**config.mk**
```make
export PLATFORM = sky130hd
export DESIGN_NAME = fprl_top
export DESIGN_NICKNAME = d
export VERILOG_FILES = /design/src/hdl/fprl_pkg.sv /design/src/hdl/fprl_ramp_step.sv /design/src/hdl/fprl_pwm_out.sv /design/src/hdl/fprl_top.sv
export SDC_FILE = /design/constraint.sdc
export NUM_CORES = 1
export LEC_CHECK = 0
export BUFFER_PORTS_ARGS = -buffer_cell sky130_fd_sc_hd__buf_2
export CORE_MARGIN = 2
export CORE_UTILIZATION = 55
export DETAILED_ROUTE_END_ITERATION = 7
export PLACE_DENSITY = 0.75
export SYNTH_ARGS = -nofsm -noshare
export SYNTH_HDL_FRONTEND = slang
export SYNTH_SLANG_ARGS = --single-unit
```
**constraint.sdc**
```tcl
create_clock -name clock -period 3.6 [get_ports clock]
set_clock_uncertainty 0.05 [all_clocks]
set_input_delay 0.72 -clock clock [delete_from_list [all_inputs] [get_ports clock]]
set_output_delay 0.72 -clock clock [all_outputs]
set_load 0.02 [all_outputs]
```
**src/hdl/fprl_pkg.sv**
```systemverilog
// package: register map, field layout and constants of the fan ramp limiter
package fprl_pkg;
  localparam int NCH = 3;
  localparam logic [7:0] ADDR_DRV1 = 8'h5C;
  localparam logic [7:0] ADDR_DRV2 = 8'h5D;
  localparam logic [7:0] ADDR_DRV3 = 8'h5E;
  localparam logic [7:0] ADDR_ACOU1 = 8'h62;
  localparam logic [7:0] ADDR_RAMP_SEL_CH2 = 8'h63;
  localparam logic [7:0] ADDR_DUTY1 = 8'h30;
  localparam logic [7:0] ADDR_DUTY2 = 8'h31;
  localparam logic [7:0] ADDR_DUTY3 = 8'h32;
  localparam logic [7:0] REG_RESET = 8'h00;
  localparam logic [7:0] UNMAPPED_READ = 8'h00;
  localparam int SLOW_BIT = 3;
  localparam int EN1_BIT = 3;
  localparam int EN2_BIT = 7;
  localparam int EN3_BIT = 3;
  localparam int SEL_LO_POS = 0;
  localparam int SEL_HI_POS = 4;
  localparam logic [7:0] PWM_SLOTS = 8'hFF;
  localparam logic [1:0] SLOW_DIV_LAST = 2'h3;
  localparam int SLOT_CYCLES = 1;
  typedef struct packed {
    logic en;
    logic slow;
    logic [2:0] sel;
  } fprl_chcfg_t;
  typedef struct packed {
    logic [7:0] addr;
    logic [7:0] wdata;
    logic wr;
    logic rd;
  } fprl_bus_t;
  // step sizes per ramp select code
  function automatic logic [7:0] step_of(input logic [2:0] code);
    logic [7:0] s;
    s = 8'h01;
    unique case (code)
      3'h0: s = 8'h01;
      3'h1: s = 8'h02;
      3'h2: s = 8'h03;
      3'h3: s = 8'h05;
      3'h4: s = 8'h08;
      3'h5: s = 8'h0C;
      3'h6: s = 8'h18;
      3'h7: s = 8'h30;
    endcase
    return s;
  endfunction
endpackage

```
**src/hdl/fprl_ramp_step.sv**
```systemverilog
// one channel: ramp limiter on the applied duty
`timescale 1ns/1ns
`default_nettype none
module fprl_ramp_step (
  // clock and reset
  input wire logic clock,
  input wire logic rst_n,
  // configuration and update
  input wire fprl_pkg::fprl_chcfg_t cfg,
  input wire logic update,
  input wire logic [7:0] target,
  // applied duty
  output logic [7:0] duty
);
  logic [7:0] duty_reg, duty_next;
  logic [1:0] div_reg, div_next;
  logic [7:0] step;
  logic [7:0] up_gap, dn_gap;
  logic take;
  logic [7:0] ramped;

  // step select and gaps to target
  assign step = fprl_pkg::step_of(cfg.sel);
  assign up_gap = target - duty_reg;
  assign dn_gap = duty_reg - target;
  // slowed channels with limiting enabled act on every fourth update only
  assign take = update && (!cfg.slow || div_reg == fprl_pkg::SLOW_DIV_LAST);
  assign div_next = update ? div_reg + 2'h1 : div_reg;
  assign ramped = (target > duty_reg) ? ((up_gap < step) ? target : duty_reg + step)
                : (target < duty_reg) ? ((dn_gap < step) ? target : duty_reg - step)
                : duty_reg;
  assign duty_next = !cfg.en ? (update ? target : duty_reg)
                   : (take ? ramped : duty_reg);
  assign duty = duty_reg;

  // applied duty and slow divider
  always_ff @(posedge clock or negedge rst_n) begin
    if (!rst_n) begin
      duty_reg <= fprl_pkg::REG_RESET;
      div_reg <= '0;
    end else begin
      duty_reg <= duty_next;
      div_reg <= div_next;
    end
  end

  ramp_bound_a: assert property (@(posedge clock) disable iff (!rst_n)
    (update && cfg.en && !cfg.slow && target > duty_reg) |=> (duty_reg - $past(duty_reg)) <= $past(step))
    else $error("ramp step exceeded");
  follow_off_a: assert property (@(posedge clock) disable iff (!rst_n)
    (update && !cfg.en) |=> duty_reg == $past(target))
    else $error("disabled channel did not follow target");
  hold_idle_a: assert property (@(posedge clock) disable iff (!rst_n)
    !update |=> $stable(duty_reg))
    else $error("duty moved without update");
  down_move_a: assert property (@(posedge clock) disable iff (!rst_n)
    (take && cfg.en && target < duty_reg) |=> duty_reg < $past(duty_reg) && duty_reg >= $past(target))
    else $error("ramp down wrong");
  equal_hold_a: assert property (@(posedge clock) disable iff (!rst_n)
    (update && cfg.en && target == duty_reg) |=> duty_reg == $past(target))
    else $error("equal target not held");
  slow_skip_a: assert property (@(posedge clock) disable iff (!rst_n)
    (update && cfg.en && cfg.slow && div_reg != fprl_pkg::SLOW_DIV_LAST) |=> $stable(duty_reg))
    else $error("slowed channel stepped off its turn");
endmodule
`default_nettype wire

```
**src/hdl/fprl_pwm_out.sv**
```systemverilog
// one channel: 255-slot pwm waveform from the applied duty
`timescale 1ns/1ns
`default_nettype none
module fprl_pwm_out (
  // clock and reset
  input wire logic clock,
  input wire logic rst_n,
  // slot tick and duty
  input wire logic slot_tick,
  input wire logic [7:0] duty,
  // pwm pin
  output logic pwm
);
  logic [7:0] slot_reg, slot_next;
  logic [7:0] duty_reg, duty_next;
  logic pwm_reg, pwm_next;
  logic wrap;

  // slot counter 0..254, duty latched at the start of a period
  assign wrap = slot_reg == fprl_pkg::PWM_SLOTS - 8'h01;
  assign slot_next = !slot_tick ? slot_reg : (wrap ? 8'h00 : slot_reg + 8'h01);
  assign duty_next = (slot_tick && wrap) ? duty : duty_reg;
  assign pwm_next = slot_next < duty_next;
  assign pwm = pwm_reg;

  // counter and output flops
  always_ff @(posedge clock or negedge rst_n) begin
    if (!rst_n) begin
      slot_reg <= '0;
      duty_reg <= '0;
      pwm_reg <= 1'b0;
    end else begin
      slot_reg <= slot_next;
      duty_reg <= duty_next;
      pwm_reg <= pwm_next;
    end
  end

  slot_wrap_a: assert property (@(posedge clock) disable iff (!rst_n)
    (slot_tick && wrap) |=> slot_reg == 8'h00)
    else $error("slot counter did not wrap at 255");
endmodule
`default_nettype wire

```
**src/hdl/fprl_top.sv**
```systemverilog
// top: register file, three ramp limiters and three pwm outputs
`timescale 1ns/1ns
`default_nettype none
module fprl_top #(
  parameter int SLOT_DIV = fprl_pkg::SLOT_CYCLES
) (
  // clock and reset
  input wire logic clock,
  input wire logic rst_n,
  // register port
  input wire logic [7:0] addr,
  input wire logic [7:0] wdata,
  input wire logic wr_stb,
  input wire logic rd_stb,
  output logic [7:0] rdata,
  // temperature loop: new targets per measurement
  input wire logic temp_update,
  input wire logic [23:0] target_duty,
  // fan pins
  output logic [2:0] pwm_out
);
  logic [7:0] drv_reg [fprl_pkg::NCH];
  logic [7:0] acou1_reg, ramp_sel_ch2_reg;
  logic [7:0] rdata_reg, rdata_next;
  logic [7:0] duty [fprl_pkg::NCH];
  logic [15:0] tick_reg, tick_next;
  logic slot_tick;
  fprl_pkg::fprl_chcfg_t cfg [fprl_pkg::NCH];
  logic wr_a1, wr_a2;
  logic [2:0] wr_drv;

  // write decode
  assign wr_a1 = wr_stb && addr == fprl_pkg::ADDR_ACOU1;
  assign wr_a2 = wr_stb && addr == fprl_pkg::ADDR_RAMP_SEL_CH2;
  assign wr_drv[0] = wr_stb && addr == fprl_pkg::ADDR_DRV1;
  assign wr_drv[1] = wr_stb && addr == fprl_pkg::ADDR_DRV2;
  assign wr_drv[2] = wr_stb && addr == fprl_pkg::ADDR_DRV3;

  // per-channel field extraction
  assign cfg[0].en = acou1_reg[fprl_pkg::EN1_BIT];
  assign cfg[1].en = ramp_sel_ch2_reg[fprl_pkg::EN2_BIT];
  assign cfg[2].en = ramp_sel_ch2_reg[fprl_pkg::EN3_BIT];
  assign cfg[0].sel = acou1_reg[fprl_pkg::SEL_LO_POS +: 3];
  assign cfg[1].sel = ramp_sel_ch2_reg[fprl_pkg::SEL_HI_POS +: 3];
  assign cfg[2].sel = ramp_sel_ch2_reg[fprl_pkg::SEL_LO_POS +: 3];
  assign cfg[0].slow = drv_reg[0][fprl_pkg::SLOW_BIT];
  assign cfg[1].slow = drv_reg[1][fprl_pkg::SLOW_BIT];
  assign cfg[2].slow = drv_reg[2][fprl_pkg::SLOW_BIT];

  // read mux, data stands one cycle after the strobe
  assign rdata_next = !rd_stb ? fprl_pkg::UNMAPPED_READ
    : addr == fprl_pkg::ADDR_ACOU1 ? acou1_reg
    : addr == fprl_pkg::ADDR_RAMP_SEL_CH2 ? ramp_sel_ch2_reg
    : addr == fprl_pkg::ADDR_DRV1 ? drv_reg[0]
    : addr == fprl_pkg::ADDR_DRV2 ? drv_reg[1]
    : addr == fprl_pkg::ADDR_DRV3 ? drv_reg[2]
    : addr == fprl_pkg::ADDR_DUTY1 ? duty[0]
    : addr == fprl_pkg::ADDR_DUTY2 ? duty[1]
    : addr == fprl_pkg::ADDR_DUTY3 ? duty[2]
    : fprl_pkg::UNMAPPED_READ;
  assign rdata = rdata_reg;

  // slot tick prescaler
  assign slot_tick = tick_reg == 16'(SLOT_DIV - 1);
  assign tick_next = slot_tick ? 16'h0000 : tick_reg + 16'h0001;

  // control registers
  always_ff @(posedge clock or negedge rst_n) begin
    if (!rst_n) begin
      acou1_reg <= fprl_pkg::REG_RESET;
      ramp_sel_ch2_reg <= fprl_pkg::REG_RESET;
      rdata_reg <= fprl_pkg::REG_RESET;
      tick_reg <= '0;
    end else begin
      if (wr_a1) acou1_reg <= wdata;
      if (wr_a2) ramp_sel_ch2_reg <= wdata;
      rdata_reg <= rdata_next;
      tick_reg <= tick_next;
    end
  end

  // per-channel drive config, limiter and pwm
  genvar i;
  generate
    for (i = 0; i < fprl_pkg::NCH; i++) begin : g_ch
      always_ff @(posedge clock or negedge rst_n) begin
        if (!rst_n) begin
          drv_reg[i] <= fprl_pkg::REG_RESET;
        end else if (wr_drv[i]) begin
          drv_reg[i] <= wdata;
        end
      end
      // target recomputed upstream each measurement
      fprl_ramp_step u_ramp (
        .clock(clock),
        .rst_n(rst_n),
        .cfg(cfg[i]),
        .update(temp_update),
        .target(target_duty[i*8 +: 8]),
        .duty(duty[i])
      );
      fprl_pwm_out u_pwm (
        .clock(clock),
        .rst_n(rst_n),
        .slot_tick(slot_tick),
        .duty(duty[i]),
        .pwm(pwm_out[i])
      );
    end
  endgenerate

  read_data_a: assert property (@(posedge clock) disable iff (!rst_n)
    (rd_stb && addr == fprl_pkg::ADDR_RAMP_SEL_CH2) |=> rdata == $past(ramp_sel_ch2_reg))
    else $error("read data wrong");
  sel_map_a: assert property (@(posedge clock) disable iff (!rst_n)
    wr_a2 |=> cfg[1].sel == $past(wdata[fprl_pkg::SEL_HI_POS +: 3]))
    else $error("channel 2 select misplaced");
  en_map_a: assert property (@(posedge clock) disable iff (!rst_n)
    (wr_a1) |=> cfg[0].en == $past(wdata[fprl_pkg::EN1_BIT]))
    else $error("channel 1 enable not taken");
  en2_map_a: assert property (@(posedge clock) disable iff (!rst_n)
    wr_a2 |=> cfg[1].en == $past(wdata[fprl_pkg::EN2_BIT]))
    else $error("channel 2 enable not taken");
  en3_map_a: assert property (@(posedge clock) disable iff (!rst_n)
    wr_a2 |=> cfg[2].en == $past(wdata[fprl_pkg::EN3_BIT]))
    else $error("channel 3 enable not taken");
  sel1_map_a: assert property (@(posedge clock) disable iff (!rst_n)
    wr_a1 |=> cfg[0].sel == $past(wdata[fprl_pkg::SEL_LO_POS +: 3]))
    else $error("channel 1 select misplaced");
  sel3_map_a: assert property (@(posedge clock) disable iff (!rst_n)
    wr_a2 |=> cfg[2].sel == $past(wdata[fprl_pkg::SEL_LO_POS +: 3]))
    else $error("channel 3 select misplaced");
  slow_map_a: assert property (@(posedge clock) disable iff (!rst_n)
    wr_drv[1] |=> cfg[1].slow == $past(wdata[fprl_pkg::SLOW_BIT]))
    else $error("channel 2 slow bit not taken");
  duty_read_a: assert property (@(posedge clock) disable iff (!rst_n)
    (rd_stb && addr == fprl_pkg::ADDR_DUTY3) |=> rdata == $past(duty[2]))
    else $error("applied duty read wrong");
  read_idle_a: assert property (@(posedge clock) disable iff (!rst_n)
    !rd_stb |=> rdata == fprl_pkg::UNMAPPED_READ)
    else $error("read data did not return to zero");
endmodule
`default_nettype wire

```
== After elaboration in Yosys (flattened, before gate mapping) ==
Memories as Yosys holds them, arrays and structs flattened.
Cells that the tools add are included.
Storage, ports and cells
  memories kept: 3
  bits in read-only memories: 144
  output and inout port bits: 11
  register bits after elaboration: 145
  word-level logic and storage cells: 143
  input bits: 45
Cells by class
  reductions and logical operators: 24
  muxes and demuxes: 40
  equal/unequal tests: 20
  $add $sub $neg: 19
  order comparisons: 15
Memories
  (name not given): depth 8, width 6, rd ports 1, clocked after Yosys merged registers in 0, wr ports 0, line fprl_pkg.sv:38  | unique case (code)
  (name not given): depth 8, width 6, rd ports 1, clocked after Yosys merged registers in 0, wr ports 0, line fprl_pkg.sv:38
  (name not given): depth 8, width 6, rd ports 1, clocked after Yosys merged registers in 0, wr ports 0, line fprl_pkg.sv:38
Operators with widths (number)
  8-bit 2-to-1 mux: 39
  8-bit < comparator: 12
  8-bit subtractor: 9
  8-bit by 7-bit == test with 1-bit output (second input constant): 5
  8-bit by 1-bit adder with 8-bit output (second input constant): 3
  8-bit adder: 3
  8-bit by 6-bit == test with 1-bit output (second input constant): 3
  8-bit == test (second input constant): 3
  8-bit greater-than comparator: 3
  16-bit by 1-bit adder with 16-bit output (second input constant): 1
  16-bit logical NOT: 1
  16-bit 2-to-1 mux: 1
  1-bit logical AND: 11
  3-bit by 1-bit inequality test with 1-bit output (second input constant): 3
  3-bit AND reduction: 3
  2-bit by 1-bit adder with 2-bit output (second input constant): 3
  2-bit == test (second input constant): 3
  2-bit by 1-bit inequality test with 1-bit output (second input constant): 3
  2-bit nonzero test: 3
  1-bit logical NOT: 3
  1-bit logical OR: 3

== Depth between registers and ports, before layout ==
  word-level depth: 10
  mapped depth: 16
  depth with buffers taken out: 16

== Cells and area by module ==
From an unflattened synthesis, not the netlist that was laid out.
Second synthesis, totals
  cells, all modules: 1362
  area, all modules: 12695.9 um^2
Modules (own cells, without submodules)
  fprl_top: times used 1, sequential area each 1601.5 um^2, cells an instance 285, area each 3340.7 um^2
  fprl_pwm_out: times used 3, sequential area each 425.4 um^2, cells an instance 90, area each 955.9 um^2
  fprl_ramp_step at g_ch[0].u_ramp: times used 1, sequential area each 250.2 um^2, cells an instance 275, area each 2195.9 um^2
  fprl_ramp_step at g_ch[1].u_ramp: times used 1, sequential area each 250.2 um^2, cells an instance 272, area each 2164.6 um^2
  fprl_ramp_step at g_ch[2].u_ramp: times used 1, sequential area each 250.2 um^2, cells an instance 260, area each 2127.0 um^2

== Worst setup path before layout ==
No wires, ideal clock.
  path kind: in2reg
  start point: input target_duty[10]
  end point: register g_ch[1].u_ramp.duty_reg[2]
  required time: 3427 ps
  setup time: 123 ps
  stages: 16
  path buffers: 1
  slack: -255 ps
  arrival: 3683 ps
  path through: inv_1 > ha_1 > buf_2 > nand2_1 > o21ai_0 > a21oi_1 > nor2_1 > nor2_1 > xnor2_1 > ha_1 > a221oi_1 > o211ai_1 > o41ai_2 > a21boi_1 > nand2b_4 > o221a_2
On the way
  word-level cells in the longest chain between the ends: 7
  elaborated cells on any way between the ends: 15
  classes of those cells: add/sub (2); order compare (4); eq/ne (1); mux (7); reduce/logical (1)
RTL lines
  from (decl): line fprl_top.sv:18  | input wire logic [23:0] target_duty,
  8-bit subtractor: line fprl_ramp_step.sv:25  | assign dn_gap = duty_reg - target;
  8-bit < comparator: line fprl_ramp_step.sv:30  | : (target < duty_reg) ? ((dn_gap < step) ? target : duty_reg - step)
  8-bit 2-to-1 mux (2 in a row): line fprl_ramp_step.sv:30
  8-bit 2-to-1 mux: line fprl_ramp_step.sv:29  | assign ramped = (target > duty_reg) ? ((up_gap < step) ? target : duty_reg + step)
  8-bit 2-to-1 mux: line fprl_ramp_step.sv:33  | : (take ? ramped : duty_reg);
  8-bit 2-to-1 mux: line fprl_ramp_step.sv:32  | assign duty_next = !cfg.en ? (update ? target : duty_reg)
  to (signal assigned): line fprl_ramp_step.sv:39  | duty_reg <= fprl_pkg::REG_RESET;
  to (signal assigned): line fprl_ramp_step.sv:42  | duty_reg <= duty_next;
  to (decl): line fprl_ramp_step.sv:15  | logic [7:0] duty_reg, duty_next;
Several ways; a longest one is shown, not always the timed one. The select of a mux whose other input is x is not followed.
A chain may end at the register's enable or synchronous reset.

== Worst setup path in the final report ==
  start point: register g_ch[0].u_ramp.duty_reg[0]
  end point: register g_ch[0].u_ramp.duty_reg[5]
On the way
  word-level cells in the longest chain between the ends: 7
  elaborated cells on any way between the ends: 16
  classes of those cells: add/sub (4); order compare (4); eq/ne (1); mux (6); reduce/logical (1)
RTL lines (line)
  from (decl): fprl_ramp_step.sv:15
  from (signal assigned): fprl_ramp_step.sv:39
  from (signal assigned): fprl_ramp_step.sv:42
  8-bit subtractor: fprl_ramp_step.sv:25
  8-bit < comparator: fprl_ramp_step.sv:30
  8-bit 2-to-1 mux (2 in a row): fprl_ramp_step.sv:30
  8-bit 2-to-1 mux: fprl_ramp_step.sv:29
  8-bit 2-to-1 mux: fprl_ramp_step.sv:33
  8-bit 2-to-1 mux: fprl_ramp_step.sv:32
Several ways; a longest one is shown, not always the timed one. The select of a mux whose other input is x is not followed.

==> flow_metrics.py <==
metrics = {
    "run_status": {
        "run_status": "finished clean",
    },
    "layout": {
        "stdcell_count": 1719,
        "antenna-diode-count": 0,
        "layout.cell_area.non_filler_sq_um": 13600,
        "post_route_cells_drive_above_1_share_pct": 18.8,
        "layout.nets": 1637,
        "finalCoreUtilization_pct": 64.5,
        "area_growth_syn_to_layout_pct": 15.1,
    },
    "synthesis": {
        "synth-simple-area-share_pct": 14.5,
        "postSynthAreaPerCell_sq_um": 9.05,
        "synthesis.area_sq_um": 11800,
        "commonest_register_cell_after_synthesis": "sky130_fd_sc_hd__dfrtp_1",
        "synth_compound_area_share_pct": 19.9,
        "asyncSetResetFlopFracSynth_pct": 100,
        "netlist_instances": 1307,
        "mappedNetlistNets": 1513,
        "ys_ff_latch": 145,
        "synth_warnings": 0,
        "synth_xor_area_share_pct": 5.55,
        "synth_fa_ha_area_share_pct": 17.8,
        "yosysUniqueCellTypes": 79,
        "synthMuxAreaShare_pct": 5.73,
        "synth_edf_count": 0,
        "seq_area_frac_synth_pct": 30.7,
        "synth_top_family_by_area": "compound AO/OA/AOI/OAI gates",
    },
    "route": {
        "drc_violation_count_after_routing": 0,
        "wl_per_cell_microns": 17.4,
        "via_count": 10300,
        "drt-initial-drc-count": 747,
        "routed_wirelength_microns": 30000,
        "vias_per_cell": 5.98,
        "ant_nets": 0,
        "firstDrtPassIters": 5,
    },
    "placed_design": {
        "post_dp_hpwl_microns": 23000,
        "dp_slack_ns": -0.467,
        "numPlacedInstances": 1685,
        "gp_congestion": 0.926,
        "area_post_placement_sq_um": 13000,
        "placement.io_buffers": 55,
    },
    "global_route": {
        "maximum_number_of_pins_on_one_net_before_global_route_repair": 86,
        "globalRouteOverflowTotal": 0,
        "grt_pass1_wl_microns": 49800,
        "grt_antenna_before_repair": 0,
        "number_of_global_route_vias_before_repair": 10300,
        "global_route_usage_over_all_layers_pct": 27.4,
    },
    "worst_hold_path": {
        "hold_path_class": "input port to asynchronous set/reset pin",
    },
    "critical_path": {
        "critPathLaunchType": "register",
        "crit_path_cell_trace": "ha_1, inv_1, fa_1, xor2_1, ha_1, o21ai_0, o21ai_0, o2111a_1, o41a_1, o21ai_1, buf_4, and3_1, a221o_1",
        "cp.required_ns": 3.87,
        "crit_family": "compound AO/OA/AOI/OAI gates",
        "cp_slowest_stage_delay_ns": 0.50,
        "path_max_fanout": 7,
        "critPathSlowestCell": "sky130_fd_sc_hd__dfrtp_1",
        "worstPathArrival_ns": 3.67,
        "setup.reg_to_reg.worst_slack_ns": 0.21,
        "critical_setup_path_class": "register to register",
        "worstPathBufferInverterCount": 2,
        "critical_path.endpoint_type": "register",
    },
    "cts": {
        "clk_lat_worst_skew_ns": 0.43,
        "clk_pin_slew_worst_paths_ns": 0.07,
        "cts_tree": "done",
        "cts_buffer_depth": 2,
        "cts_max_level": 4,
        "cts_num_sinks": 145,
        "cts-hold-fix-buffers": 0,
        "total_cts_buffers": 17,
        "ctsRootBufferMaster": "sky130_fd_sc_hd__clkbuf_16",
    },
    "pwr": {
        "p_total_mw": 5.65,
        "cellPowerDensity_nw_per_um2": 415,
        "power.leakage_nw": 6.63,
        "worst_ir_drop_vdd_v": 0.000391,
    },
    "timing": {
        "finalSetupViolCount": 0,
        "period_share_pct": 94.3,
        "count_of_pins_over_their_slew_limit": 0,
        "rsz0062_at_grt": "false",
        "max_slew.worst_pin.slew_ns": 0.849,
        "timing.final.ws_setup_ns": 0.205,
        "layout_min_cycle_time_ns": 3.39,
        "finalHoldViolCount": 0,
        "max_clock_freq_ghz": 0.295,
        "slew_headroom_pct": 43.4,
    },
    "floorplan": {
        "die_w_microns": 151,
        "rows": 53,
        "die_height_microns": 151,
        "initial_core_util_pct": 56.1,
        "floorplan.io_pins": 56,
        "coreArea_sq_um": 21100,
        "dieArea_sq_um": 22700,
    },
    "run": {
        "cap_violations": 0,
    },
}
==> synth_stat cells (all sizes together) (9+ instances only) <==
master,count,area share (%)
ha,149,16
dfrtp,145,31
inv,122,3.9
a21oi,95,4.1
nand2,95,3.0
nor2,89,2.8
o21ai,69,2.9
xnor2,54,4.0
mux2,46,4.4
clkbuf,36,1.1
nand3,27,1.1
nor2b,21,1.1
xor2,21,1.6
a21o,20,1.3
a211oi,17,1.1
mux2i,16,1.4
nand4,16,0.85
nor3,15,0.68
buf,14,0.79
o211ai,13,0.83
and2,12,0.63
fa,12,2.0
a221oi,11,0.81
a31oi,11,0.58
o31ai,11,0.70
nand2b,10,0.59
nor4,10,0.63
o21a,10,0.63
and3,9,0.48
o21bai,9,0.57
or2,9,0.48
==> placed cells by master (no fill, tap or decap), types with 13 or more instances in the layout <==
cell / n
sky130_fd_sc_hd__inv_1: 121
sky130_fd_sc_hd__buf_4: 96
sky130_fd_sc_hd__a211oi_1: 16
sky130_fd_sc_hd__nor3_1: 14
sky130_fd_sc_hd__mux2i_1: 16
sky130_fd_sc_hd__a21o_1: 19
sky130_fd_sc_hd__ha_1: 149
sky130_fd_sc_hd__nand4_1: 16
sky130_fd_sc_hd__a21oi_1: 89
sky130_fd_sc_hd__buf_2: 54
sky130_fd_sc_hd__clkbuf_16: 17
sky130_fd_sc_hd__xor2_1: 21
sky130_fd_sc_hd__o21ai_0: 64
sky130_fd_sc_hd__mux2_2: 46
sky130_fd_sc_hd__nor2_1: 89
sky130_fd_sc_hd__dfrtp_1: 144
sky130_fd_sc_hd__nand3_1: 27
sky130_fd_sc_hd__o211ai_1: 13
sky130_fd_sc_hd__xnor2_1: 54
sky130_fd_sc_hd__nor2b_1: 21
sky130_fd_sc_hd__nand2_1: 95
==> cell families after synthesis <==
logic type | after synthesis
AO/OA/AOI/OAI | 346
AND/OR/NAND/NOR | 346
buffers and inverters | 172
adder cells (fa/ha/maj) | 161
flip-flops | 145
XOR/XNOR | 75
multiplexers | 62
==> through the flow <==
stage	setup TNS, ns	hold WS, ns
3_5_place_dp	-5.38	0.414
3_3_place_gp	-3.21	0.406
6_report	0	0.290
4_1_cts	0	0.358
2_1_floorplan	0	0.374
5_1_grt	0	0.393
==> repair_timing <==
item,CTS,global route
endpoints found under the setup margin,4,19
buffers inserted,0,1
resized for setup,1,12
cloned,0,1
pin swaps,1,7
==> where the power goes <==
part | internal (mW) | switching, mW | total, mW
combinational | 0.995 | 1.16 | 2.16
sequential | 1.73 | 0.116 | 1.84
clock | 0.887 | 0.761 | 1.65
total | 3.61 | 2.04 | 5.65
==> metal layers <==
metal,track usage [%],vias up,part of all wire [%],wire [microns]
met5,0,-,0,0
met4,8.97,0,2.6,786
met3,4.30,72,4.6,1370
met2,46.8,291,48,14300
met1,35.4,4980,45,13500
li1,-,4932,-,-
==> worst paths after layout <==
kind / depth (start not counted) / endpoint / from
max in group asynchronous: 2 / g_ch[0].u_ramp.duty[1] / rst_n
max: 13 / g_ch[0].u_ramp.duty[5] / g_ch[0].u_ramp.duty[0]
min in group clock: 2 / g_ch[1].u_pwm.duty_reg[7] / g_ch[1].u_pwm.duty_reg[7]
min reg2reg: 2 / g_ch[1].u_pwm.duty_reg[7] / g_ch[1].u_pwm.duty_reg[7]
max reg2reg: 13 / g_ch[0].u_ramp.duty[5] / g_ch[0].u_ramp.duty[0]
min: 1 / g_ch[1].u_pwm.pwm / rst_n
==> final cells by class <==
cell class                      count  area, sq um
Tap cell                          275          344
Clock inverter                     14          105
Fill cell                        1767         7480
Clock buffer                       18          429
Timing Repair Buffer              154         1060
Multi-Input combinational cell    991         7580
Inverter                          122          458
Sequential cell                   145         3630
No activity file was read; power rests on OpenSTA's default activity.
